[src/hdl/iowd_pkg.sv]
package iowd_pkg;
    localparam int CLK_PERIOD_NS = 4;
    localparam int MS_NS = 1000000;
    localparam int TICK_CYC = MS_NS / CLK_PERIOD_NS;
    localparam int MS_PER_S = 1000;
    localparam int TMO_MIN_S = 10;
    localparam int TMO_MAX_S = 20;
    // Midpoint keeps margin at both ends despite tick phase
    localparam int TMO_MS = (TMO_MIN_S + TMO_MAX_S) * MS_PER_S / 2;
    localparam int NCH = 8;
    localparam int WD_CH = 7;
    localparam int ADDR_W = 8;
    localparam int SYNC_W = 4;

    localparam logic [1:0] MODE_DIS = 2'h1;
    localparam logic [1:0] MODE_ALARM = 2'h2;
    localparam logic [1:0] MODE_CPU = 2'h3;

    localparam logic [ADDR_W-1:0] OFS_GPIO = 8'h00;
    localparam logic [ADDR_W-1:0] OFS_MODE = 8'h04;
    localparam logic [ADDR_W-1:0] OFS_VIRT = 8'h08;
    localparam logic [ADDR_W-1:0] OFS_SERVICE = 8'h0c;
    localparam logic [ADDR_W-1:0] OFS_STATUS = 8'h10;
    localparam logic [ADDR_W-1:0] OFS_IRQ_STAT = 8'h14;
    localparam logic [ADDR_W-1:0] OFS_IRQ_MASK = 8'h18;
    localparam logic [ADDR_W-1:0] OFS_ELAPSED = 8'h20;
    localparam logic [ADDR_W-1:0] OFS_ELAPSED_END = 8'h40;

    localparam logic [NCH-1:0] GPIO_RST = 8'h00;
    localparam logic [2*NCH-1:0] MODE_RST = 16'h5555;
    localparam logic [NCH-1:0] VIRT_RST = 8'h00;
    localparam logic [NCH-1:0] MASK_RST = 8'h00;

    localparam logic [1:0] RESP_OKAY = 2'h0;
    localparam logic [1:0] RESP_SLVERR = 2'h2;

    typedef struct packed {
        logic mech;
        logic nc;
        logic fault_on;
        logic use_wd;
    } iowd_sw_type;

    function automatic logic iowd_is_wd(input logic [1:0] m);
        return (m == MODE_ALARM) || (m == MODE_CPU);
    endfunction
endpackage

[src/hdl/iowd_top.sv]
// Local design decisions: the address map and register access over AXI4-Lite.
`timescale 1ns/1ps
// Overview of operation
// RQ1 - Timeout between ten and twenty seconds unserviced
// RQ2 - Host services watchdog every scan
// RQ3 - Fault switches the output circuit
// RQ4 - Switch one: channel eight I/O or watchdog
// RQ5 - Switch two: fault polarity of output
// RQ6 - Switch three: relay normally open or closed
// RQ7 - Switch four: solid-state or mechanical relay
// RQ8 - Host enables channel eight as output
// RQ9 - Mode choices: disabled, alarm, processor watchdog
// RQ10 - Readable milliseconds since last service
// RQ11 - Disabled mode: elapsed keeps counting up
// RQ12 - Timeout cleared by reset or disable
// RQ13 - Virtual channels act as software watchdogs
// RQ14 - Service zeroes counter; millisecond tick
module iowd_top
    import iowd_pkg::*;
#(
    parameter int TICK_CYCLES = TICK_CYC,
    parameter int TIMEOUT_MS = TMO_MS
) (
    input wire logic aclk,
    input wire logic aresetn,
    input wire logic [ADDR_W-1:0] s_axi_awaddr,
    input wire logic s_axi_awvalid,
    output logic s_axi_awready,
    input wire logic [31:0] s_axi_wdata,
    input wire logic [3:0] s_axi_wstrb,
    input wire logic s_axi_wvalid,
    output logic s_axi_wready,
    output logic [1:0] s_axi_bresp,
    output logic s_axi_bvalid,
    input wire logic s_axi_bready,
    input wire logic [ADDR_W-1:0] s_axi_araddr,
    input wire logic s_axi_arvalid,
    output logic s_axi_arready,
    output logic [31:0] s_axi_rdata,
    output logic [1:0] s_axi_rresp,
    output logic s_axi_rvalid,
    input wire logic s_axi_rready,
    input wire logic [SYNC_W-1:0] cfg_switch_raw,
    output logic [NCH-2:0] general_io_use_out,
    output logic ssr_drive,
    output logic mech_relay_coil,
    output logic irq
);
    typedef struct packed {
        logic awready;
        logic wready;
        logic bvalid;
        logic [1:0] bresp;
        logic aw_have;
        logic w_have;
        logic [ADDR_W-1:0] awaddr;
        logic [31:0] wdata;
        logic [3:0] wstrb;
        logic arready;
        logic rvalid;
        logic [1:0] rresp;
        logic [31:0] rdata;
        logic [NCH-1:0] gpio;
        logic [2*NCH-1:0] mode;
        logic [NCH-1:0] virt;
        logic [NCH-1:0] tmo;
        logic [NCH-1:0] ist;
        logic [NCH-1:0] imask;
        logic [NCH-1:0][31:0] elapsed_since_service_ms;
        logic [NCH-2:0] gout;
        logic ssr;
        logic coil;
        logic irq;
    } iowd_st_type;

    localparam iowd_st_type ST_RST = '{
        gpio: GPIO_RST, mode: MODE_RST, virt: VIRT_RST, imask: MASK_RST,
        default: '0};

    iowd_st_type st_ff;
    iowd_st_type nxt_st;
    iowd_sw_type sw;
    logic [SYNC_W-1:0] sw_q;
    logic tick;
    logic wr_go;
    logic fn;
    logic [31:0] wv;
    logic [NCH-1:0] svc;
    logic [NCH-1:0] clr;
    logic [NCH-1:0] ev;
    logic [NCH-1:0] armed;

    iowd_pin_sync #(.W(SYNC_W)) u_sync (
        .aclk(aclk),
        .aresetn(aresetn),
        .pin_raw(cfg_switch_raw),
        .pin_q(sw_q)
    );

    // Free-running tick: first tick after service may come early
    iowd_tick_div #(.DIV(TICK_CYCLES)) u_tick (
        .aclk(aclk),
        .aresetn(aresetn),
        .tick(tick)
    );

    assign sw = sw_q;

    function automatic logic [31:0] iowd_merge(input logic [31:0] old,
            input logic [31:0] d, input logic [3:0] be);
        logic [31:0] r;
        r = old;
        for (int b = 0; b < 4; b++) begin
            if (be[b]) begin
                r[8*b+:8] = d[8*b+:8];
            end
        end
        return r;
    endfunction

    always_comb begin
        nxt_st = st_ff;
        svc = '0;
        clr = '0;
        ev = '0;
        armed = '0;
        wv = '0;
        fn = 1'b0;
        wr_go = st_ff.aw_have && st_ff.w_have && !st_ff.bvalid;
        if (s_axi_awvalid && st_ff.awready) begin
            nxt_st.aw_have = 1'b1;
            nxt_st.awaddr = s_axi_awaddr;
        end
        if (s_axi_wvalid && st_ff.wready) begin
            nxt_st.w_have = 1'b1;
            nxt_st.wdata = s_axi_wdata;
            nxt_st.wstrb = s_axi_wstrb;
        end
        if (st_ff.bvalid && s_axi_bready) begin
            nxt_st.bvalid = 1'b0;
        end
        if (wr_go) begin
            nxt_st.aw_have = 1'b0;
            nxt_st.w_have = 1'b0;
            nxt_st.bvalid = 1'b1;
            nxt_st.bresp = RESP_OKAY;
            case (st_ff.awaddr)
                OFS_GPIO: begin
                    wv = iowd_merge({24'h0, st_ff.gpio}, st_ff.wdata,
                        st_ff.wstrb);
                    nxt_st.gpio = wv[NCH-1:0];
                end
                OFS_MODE: begin
                    wv = iowd_merge({16'h0, st_ff.mode}, st_ff.wdata,
                        st_ff.wstrb);
                    nxt_st.mode = wv[2*NCH-1:0];
                end
                OFS_VIRT: begin
                    wv = iowd_merge({24'h0, st_ff.virt}, st_ff.wdata,
                        st_ff.wstrb);
                    nxt_st.virt = wv[NCH-1:0];
                end
                OFS_SERVICE: begin
                    svc = st_ff.wdata[NCH-1:0] & {NCH{st_ff.wstrb[0]}};
                end
                OFS_IRQ_STAT: begin
                    clr = st_ff.wdata[NCH-1:0] & {NCH{st_ff.wstrb[0]}};
                end
                OFS_IRQ_MASK: begin
                    wv = iowd_merge({24'h0, st_ff.imask}, st_ff.wdata,
                        st_ff.wstrb);
                    nxt_st.imask = wv[NCH-1:0];
                end
                default: begin
                    nxt_st.bresp = RESP_SLVERR;
                end
            endcase
        end
        nxt_st.awready = !nxt_st.aw_have && !nxt_st.bvalid;
        nxt_st.wready = !nxt_st.w_have && !nxt_st.bvalid;

        if (st_ff.rvalid && s_axi_rready) begin
            nxt_st.rvalid = 1'b0;
        end
        if (s_axi_arvalid && st_ff.arready) begin
            nxt_st.rvalid = 1'b1;
            nxt_st.rresp = RESP_OKAY;
            nxt_st.rdata = '0;
            if (s_axi_araddr >= OFS_ELAPSED &&
                    s_axi_araddr < OFS_ELAPSED_END &&
                    s_axi_araddr[1:0] == 2'h0) begin
                nxt_st.rdata =
                    st_ff.elapsed_since_service_ms[s_axi_araddr[4:2]]; // RQ10
            end else begin
                case (s_axi_araddr)
                    OFS_GPIO: nxt_st.rdata[NCH-1:0] = st_ff.gpio;
                    OFS_MODE: nxt_st.rdata[2*NCH-1:0] = st_ff.mode;
                    OFS_VIRT: nxt_st.rdata[NCH-1:0] = st_ff.virt;
                    OFS_SERVICE: nxt_st.rdata = '0;
                    OFS_STATUS: begin
                        nxt_st.rdata[NCH-1:0] = st_ff.tmo;
                        nxt_st.rdata[NCH+:SYNC_W] = sw;
                    end
                    OFS_IRQ_STAT: nxt_st.rdata[NCH-1:0] = st_ff.ist;
                    OFS_IRQ_MASK: nxt_st.rdata[NCH-1:0] = st_ff.imask;
                    default: nxt_st.rresp = RESP_SLVERR;
                endcase
            end
        end
        nxt_st.arready = !nxt_st.rvalid;

        for (int i = 0; i < NCH; i++) begin
            // Non-watchdog channels need the virtual flag
            armed[i] = iowd_is_wd(st_ff.mode[2*i+:2]) &&
                (st_ff.virt[i] || (i == WD_CH && sw.use_wd)); // RQ13 RQ9
            // Disabled mode ignores service so the count runs on
            if (svc[i] && iowd_is_wd(st_ff.mode[2*i+:2])) begin
                nxt_st.elapsed_since_service_ms[i] = '0; // RQ14
            end else if (tick && st_ff.elapsed_since_service_ms[i] != '1) begin
                nxt_st.elapsed_since_service_ms[i] =
                    st_ff.elapsed_since_service_ms[i] + 32'h1; // RQ10 RQ11
            end
            if (!iowd_is_wd(nxt_st.mode[2*i+:2])) begin
                nxt_st.tmo[i] = 1'b0; // RQ12
            end else if (armed[i] && st_ff.elapsed_since_service_ms[i] >=
                    32'(TIMEOUT_MS)) begin
                nxt_st.tmo[i] = 1'b1; // RQ1
                ev[i] = !st_ff.tmo[i];
            end
        end
        // Set wins over a same-cycle clear
        nxt_st.ist = (st_ff.ist & ~clr) | ev;
        nxt_st.irq = |(nxt_st.ist & nxt_st.imask);

        if (sw.use_wd) begin
            fn = sw.fault_on ? nxt_st.tmo[WD_CH] : !nxt_st.tmo[WD_CH]; // RQ3 RQ5
        end else begin
            fn = nxt_st.gpio[WD_CH]; // RQ4
        end
        nxt_st.ssr = !sw.mech && fn; // RQ7
        nxt_st.coil = sw.mech && (fn ^ sw.nc); // RQ6 RQ7
        nxt_st.gout = nxt_st.gpio[NCH-2:0];
    end

    always_ff @(posedge aclk) begin
        if (!aresetn) begin
            st_ff <= ST_RST;
        end else begin
            st_ff <= nxt_st;
        end
    end

    assign s_axi_awready = st_ff.awready;
    assign s_axi_wready = st_ff.wready;
    assign s_axi_bvalid = st_ff.bvalid;
    assign s_axi_bresp = st_ff.bresp;
    assign s_axi_arready = st_ff.arready;
    assign s_axi_rvalid = st_ff.rvalid;
    assign s_axi_rresp = st_ff.rresp;
    assign s_axi_rdata = st_ff.rdata;
    assign general_io_use_out = st_ff.gout;
    assign ssr_drive = st_ff.ssr;
    assign mech_relay_coil = st_ff.coil;
    assign irq = st_ff.irq;

    for (genvar g = 0; g < NCH; g++) begin : g_chk

    end
endmodule

[src/hdl/iowd_pin_sync.sv]
`timescale 1ns/1ps
module iowd_pin_sync
    import iowd_pkg::*;
#(
    parameter int W = SYNC_W
) (
    input wire logic aclk,
    input wire logic aresetn,
    input wire logic [W-1:0] pin_raw,
    output logic [W-1:0] pin_q
);
    typedef struct packed {
        logic [W-1:0] s1;
        logic [W-1:0] s2;
        logic [W-1:0] s3;
        logic [W-1:0] q;
    } iowd_sync_type;

    iowd_sync_type st_ff;
    iowd_sync_type nxt_st;

    always_comb begin
        nxt_st = st_ff;
        nxt_st.s1 = pin_raw;
        nxt_st.s2 = st_ff.s1;
        nxt_st.s3 = st_ff.s2;
        // Change accepted only once two stages agree
        for (int i = 0; i < W; i++) begin
            if (st_ff.s2[i] == st_ff.s3[i]) begin
                nxt_st.q[i] = st_ff.s3[i];
            end
        end
    end

    always_ff @(posedge aclk) begin
        if (!aresetn) begin
            st_ff <= '0;
        end else begin
            st_ff <= nxt_st;
        end
    end

    assign pin_q = st_ff.q;
endmodule

[src/hdl/iowd_tick_div.sv]
`timescale 1ns/1ps
module iowd_tick_div
    import iowd_pkg::*;
#(
    parameter int DIV = TICK_CYC
) (
    input wire logic aclk,
    input wire logic aresetn,
    output logic tick
);
    typedef struct packed {
        logic [31:0] cnt;
        logic tick;
    } iowd_div_type;

    iowd_div_type st_ff;
    iowd_div_type nxt_st;

    always_comb begin
        nxt_st = st_ff;
        nxt_st.tick = 1'b0;
        if (st_ff.cnt >= 32'(DIV - 1)) begin
            nxt_st.cnt = '0;
            nxt_st.tick = 1'b1;
        end else begin
            nxt_st.cnt = st_ff.cnt + 32'h1;
        end
    end

    always_ff @(posedge aclk) begin
        if (!aresetn) begin
            st_ff <= '0;
        end else begin
            st_ff <= nxt_st;
        end
    end

    assign tick = st_ff.tick;
endmodule

[config.mk]
export PLATFORM = sky130hd
export DESIGN_NAME = iowd_top
export DESIGN_NICKNAME = d
export VERILOG_FILES = /design/src/hdl/iowd_pkg.sv /design/src/hdl/iowd_top.sv /design/src/hdl/iowd_pin_sync.sv /design/src/hdl/iowd_tick_div.sv
export SDC_FILE = /design/constraint.sdc
export NUM_CORES = 1
export LEC_CHECK = 0
export ABC_AREA = 1
export BUFFER_PORTS_ARGS = -buffer_cell sky130_fd_sc_hd__buf_4
export CORE_MARGIN = 3
export CORE_UTILIZATION = 45
export DETAILED_ROUTE_END_ITERATION = 6
export SLEW_MARGIN = 20
export SYNTH_ARGS = -nofsm -noshare
export SYNTH_HDL_FRONTEND = slang
export SYNTH_SLANG_ARGS = --single-unit
[constraint.sdc]
create_clock -name aclk -period 2.6 [get_ports aclk]
set_input_delay 0.52 -clock aclk [delete_from_list [all_inputs] [get_ports aclk]]
set_output_delay 0.52 -clock aclk [all_outputs]
set_load 0.05 [all_outputs]
==> results_tabular.tex <==
\begin{tabular}{lr}
\hline
Metric & Value \\
\hline
\multicolumn{2}{l}{\textbf{CTS}} \\
\quad Number of buffers inserted by post-CTS setup repair & 0 \\
\quad Post-cts repair resize count & 0 \\
\quad Total clock buffers created by CTS & 49 \\
\quad Clock insertion delay at the later pin of the skew report & 0.60 ns \\
\quad Maximum buffer depth of the clock tree & 3 \\
\quad Hold-fix buffers at CTS & 0 \\
\quad TritonCTS clock tree & done \\
\quad Num Clock Sinks & 431 \\
\quad Root buffer cell & sky130\_fd\_sc\_hd\_\_clkbuf\_16 \\
\quad CTS H-tree lvls & 2 \\
\quad Clock-pin slew of the registers on the worst-case setup and hold paths & 0.06 ns \\
\multicolumn{2}{l}{\textbf{Placement}} \\
\quad Gpl congestion & 1.02 \\
\quad Detailed placer's ending HPWL & 63600 um \\
\quad Placed Instances & 4423 \\
\quad Port buffer count & 93 \\
\multicolumn{2}{l}{\textbf{Synthesis}} \\
\quad Number of flops mapped to enable cells by yosys & 0 \\
\quad Commonest register cell after synthesis & sky130\_fd\_sc\_hd\_\_dfxtp\_1 \\
\quad Top area cells in the synthesized netlist & sky130\_fd\_sc\_hd\_\_dfxtp\_1 (35\%), sky130\_fd\_sc\_hd\_\_nand2\_1 (15\%), sky130\_fd\_sc\_hd\_\_nor2\_1 (6.3\%) \\
\quad Post-synth cell types & 52 \\
\quad Synthesized netlist cell count & 3715 \\
\quad Biggest area consumer among synthesized cells & sky130\_fd\_sc\_hd\_\_dfxtp\_1 \\
\quad Async SR Flop Fraction & 0 \\
\quad Most used standard cells in the synthesized netlist & sky130\_fd\_sc\_hd\_\_nand2\_1 (952), sky130\_fd\_sc\_hd\_\_dfxtp\_1 (431), sky130\_fd\_sc\_hd\_\_nor2\_1 (410) \\
\quad Most common cell in the netlist & sky130\_fd\_sc\_hd\_\_nand2\_1 \\
\quad Syn. warnings & 0 \\
\quad Register area share after synthesis & 0.354 \\
\quad Per-instance average area after synthesis & 6.57 sq um \\
\quad Number of synthesized register bits & 431 \\
\quad Top-area cell type share of the netlist area & 0.354 \\
\quad Mapped cell area & 24400 sq um \\
\multicolumn{2}{l}{\textbf{Timing}} \\
\quad Unrepaired setup endpoints after global routing & false \\
\quad Worst rel slew slack & 0.541 \\
\quad Peak Freq & 0.411 GHz \\
\quad Final setup TNS & 0 ns \\
\quad Minimum period implied by the final worst setup slack & 2.43 ns \\
\quad Final Skew & 0.0268 ns \\
\quad Count of pins over their slew limit & 0 \\
\quad Hold Fails Final Rpt & 0 \\
\quad Hold slack final & 0.106 ns \\
\quad Least-Margin Pin Slew & 0.685 ns \\
\quad Final period util & 0.936 \\
\quad Number of setup violations in the final report & 0 \\
\multicolumn{2}{l}{\textbf{Power}} \\
\quad VDD IR-drop max & 0.552 mV \\
\quad Cell internal power dissipation & 11.6 mW \\
\quad Pleak & 10.1 nW \\
\quad Net load switching power & 3.77 mW \\
\quad Clock network fraction of total power & 0.492 \\
\quad Total design power & 15.3 mW \\
\quad Switching share of total power & 0.246 \\
\quad Total power density per cell area & 557 nW/um\^{}2 \\
\quad Share of total power in combinational logic & 0.067 \\
\quad Part of the power in registers & 0.441 \\
\multicolumn{2}{l}{\textbf{Critical path}} \\
\quad Largest incremental delay on the critical path & 0.40 ns \\
\quad Endpoint of the worst register-to-register path & st\_ff[150]\$\_SDFFE\_PP0P\_ \\
\quad Cell type of the slowest stage on the worst timing path & sky130\_fd\_sc\_hd\_\_dfxtp\_1 \\
\quad Launching element type of the critical path & flop \\
\quad Arr. time, crit path & 2.90 ns \\
\quad CP most frequent cell & sky130\_fd\_sc\_hd\_\_nand2\_1 \\
\quad Start point of the critical path & st\_ff[138]\$\_SDFFE\_PP0P\_ \\
\quad FF-to-FF Start & st\_ff[138]\$\_SDFFE\_PP0P\_ \\
\quad Crit path cell chain & ha\_1 -> nand2\_1 -> nor3\_2 -> nand3\_2 -> nor2\_2 -> nand4\_1 -> nand2\_1 -> buf\_4 -> nor2\_1 -> nand2\_1 -> nand2\_1 -> nor3b\_1 \\
\quad Startpoint-to-endpoint class of the critical path & reg -> reg \\
\quad Setup crit end & st\_ff[150]\$\_SDFFE\_PP0P\_ \\
\quad Cell count of the worst reg-to-reg path & 12 \\
\quad Required time reported for the critical path endpoint & 3.06 ns \\
\quad Register-to-register path setup slack & 0.17 ns \\
\quad Highest fanout seen on the critical path & 22 \\
\quad Worst setup EP type & flop \\
\multicolumn{2}{l}{\textbf{Global routing}} \\
\quad Initial antenna violation count & 0 \\
\quad Overflow after GRT & 0 \\
\quad Total Routing Usage GR & 0.283 \\
\quad First-pass GRT wire length & 128000 um \\
\quad Via count of the first global-routing pass & 22356 \\
\quad Maximum number of pins on one net before global-route repair & 64 \\
\multicolumn{2}{l}{\textbf{Outcome}} \\
\quad Run status & complete, no violations \\
\multicolumn{2}{l}{\textbf{Die}} \\
\quad Die outline area & 57000 sq um \\
\quad Chip width & 239 um \\
\quad Site row count & 84 \\
\quad Area of the placeable core & 53100 sq um \\
\quad Effective utilization at floorplan & 0.460 \\
\quad Number of primary I/O pins & 114 \\
\quad Height of the die & 239 um \\
\multicolumn{2}{l}{\textbf{Routing}} \\
\quad Remaining routing DRC violations & 0 \\
\quad Total wirelength of the detailed-routed design & 83300 um \\
\quad Number of vias after detailed routing & 24925 \\
\quad Starting DRT DRC Count & 2642 \\
\quad Average wire per standard cell & 18.5 um \\
\quad Initial DRT Pass Iterations & 6 \\
\quad Average via count per standard cell & 5.52 \\
\quad Residual antenna-violating net count after detailed routing & 0 \\
\multicolumn{2}{l}{\textbf{Finish}} \\
\quad Post-route insts no fill & 4512 \\
\quad Area added between synthesis and finish & 12.9\% \\
\quad Share of post-route cells with drive strength above 1 & 0.0889 \\
\quad Number of inserted diodes & 0 \\
\quad Final Net Count & 3866 \\
\multicolumn{2}{l}{\textbf{Run}} \\
\quad Number of maximum-capacitance violations & 0 \\
\multicolumn{2}{l}{\textbf{Hold path}} \\
\quad Type of the worst min-delay path & in -> reg \\
\hline
\end{tabular}
kinds of logic (layout without fill, tap and decap cells):
| logic type | count (synthesis) | after routing | synth area share |
|---|---|---|---|
| XOR/XNOR | 137 | 137 | 0.0492 |
| adder cells (fa/ha/maj) | 17 | 17 | 0.00872 |
| flip-flops | 431 | 431 | 0.354 |
| AND/OR/NAND/NOR | 1853 | 1853 | 0.326 |
| buffers and inverters | 581 | 675 | 0.102 |
| AO/OA/AOI/OAI | 695 | 695 | 0.160 |
| other | 1 | 16 | 0.000154 |
placed cells by master (no fill, tap or decap), drive strengths merged, types with 13 or more instances in the layout:
cell,netlist,final
nand2,963,963
dfxtp,431,431
nor2,423,423
inv,396,396
a21oi,308,308
buf,113,185
o21ai,184,184
nor3,157,157
nand3,153,153
xor2,120,120
o22ai,95,95
nand4,65,65
clkbuf,67,62
nor4,54,54
o211ai,32,32
a31oi,24,24
nor3b,19,19
xnor2,17,17
ha,17,17
conb,1,16
clkinv,5,16
and3,13,13
registers in the layout, indices dropped and copies added, names as in the netlist, 4 cells and up:
register / flops
u_sync.pin_q: 4
u_tick.st_ff: 32
u_sync.nxt_st: 8
st_ff: 340
u_sync.st_ff: 4
s_axi_rdata: 32
routing by layer:
metal,wire length (um),vias to the layer above,track usage
met5,0,-,0
met4,2560,0,0.0883
met3,6920,161,0.0398
met2,35400,1031,0.428
met1,38400,11403,0.418
li1,-,12330,-
power by group through the flow:
stage / clock network [mW] / logic [mW] / registers [mW]
floorplan: 0 / 0.594 / 6.91
global placement: 0 / 1.00 / 6.90
detailed placement: 0 / 1.00 / 6.90
CTS: 7.66 / 1.00 / 6.76
global route: 7.94 / 1.09 / 6.77
finish: 7.55 / 1.02 / 6.76
layout make-up:
cell class,count,area (sq um)
well taps,688,861
flip-flops and latches,431,8630
fillers,5472,25500
clock buffers,62,1360
multi-input cells,2718,13300
clock inverters,27,390
repair buffers,185,1440
inverters,401,1510
worst min path at each step:
stage | startpoint | endpoint | slack (ns) | cells after the start
after floorplan | u_sync.nxt_st[8]$_SDFF_PN0_ | u_sync.nxt_st[4]$_SDFF_PN0_ | 0.39 | 2
after global placement | u_sync.nxt_st[9]$_SDFF_PN0_ | u_sync.nxt_st[5]$_SDFF_PN0_ | 0.40 | 2
after detailed placement | u_sync.nxt_st[10]$_SDFF_PN0_ | u_sync.nxt_st[6]$_SDFF_PN0_ | 0.40 | 2
after CTS | cfg_switch_raw[0] | u_sync.nxt_st[8]$_SDFF_PN0_ | 0.08 | 3
after global routing | cfg_switch_raw[1] | u_sync.nxt_st[9]$_SDFF_PN0_ | 0.11 | 3
final | cfg_switch_raw[0] | u_sync.nxt_st[8]$_SDFF_PN0_ | 0.11 | 3
critical path: cells and delay by family (launching register included):
| kind | cells | cell delay, ns |
|---|---|---|
| and+or+nand+nor | 10 | 1.36 |
| buffers and inverters | 1 | 0.28 |
| adders and majority gates | 1 | 0.25 |
| DFF | 1 | 0.40 |
metrics by stage:
stage / cell area, sq um / utilization / setup slack, ns
6_report: 27500 / 0.519 / 0.168
5_1_grt: 27500 / 0.519 / 0.00205
4_1_cts: 27500 / 0.519 / 0.190
3_5_place_dp: 25800 / 0.486 / 0.245
3_3_place_gp: 25800 / 0.486 / 0.237
2_1_floorplan: 24400 / - / 0.626
(Power assumes the default switching activity.)
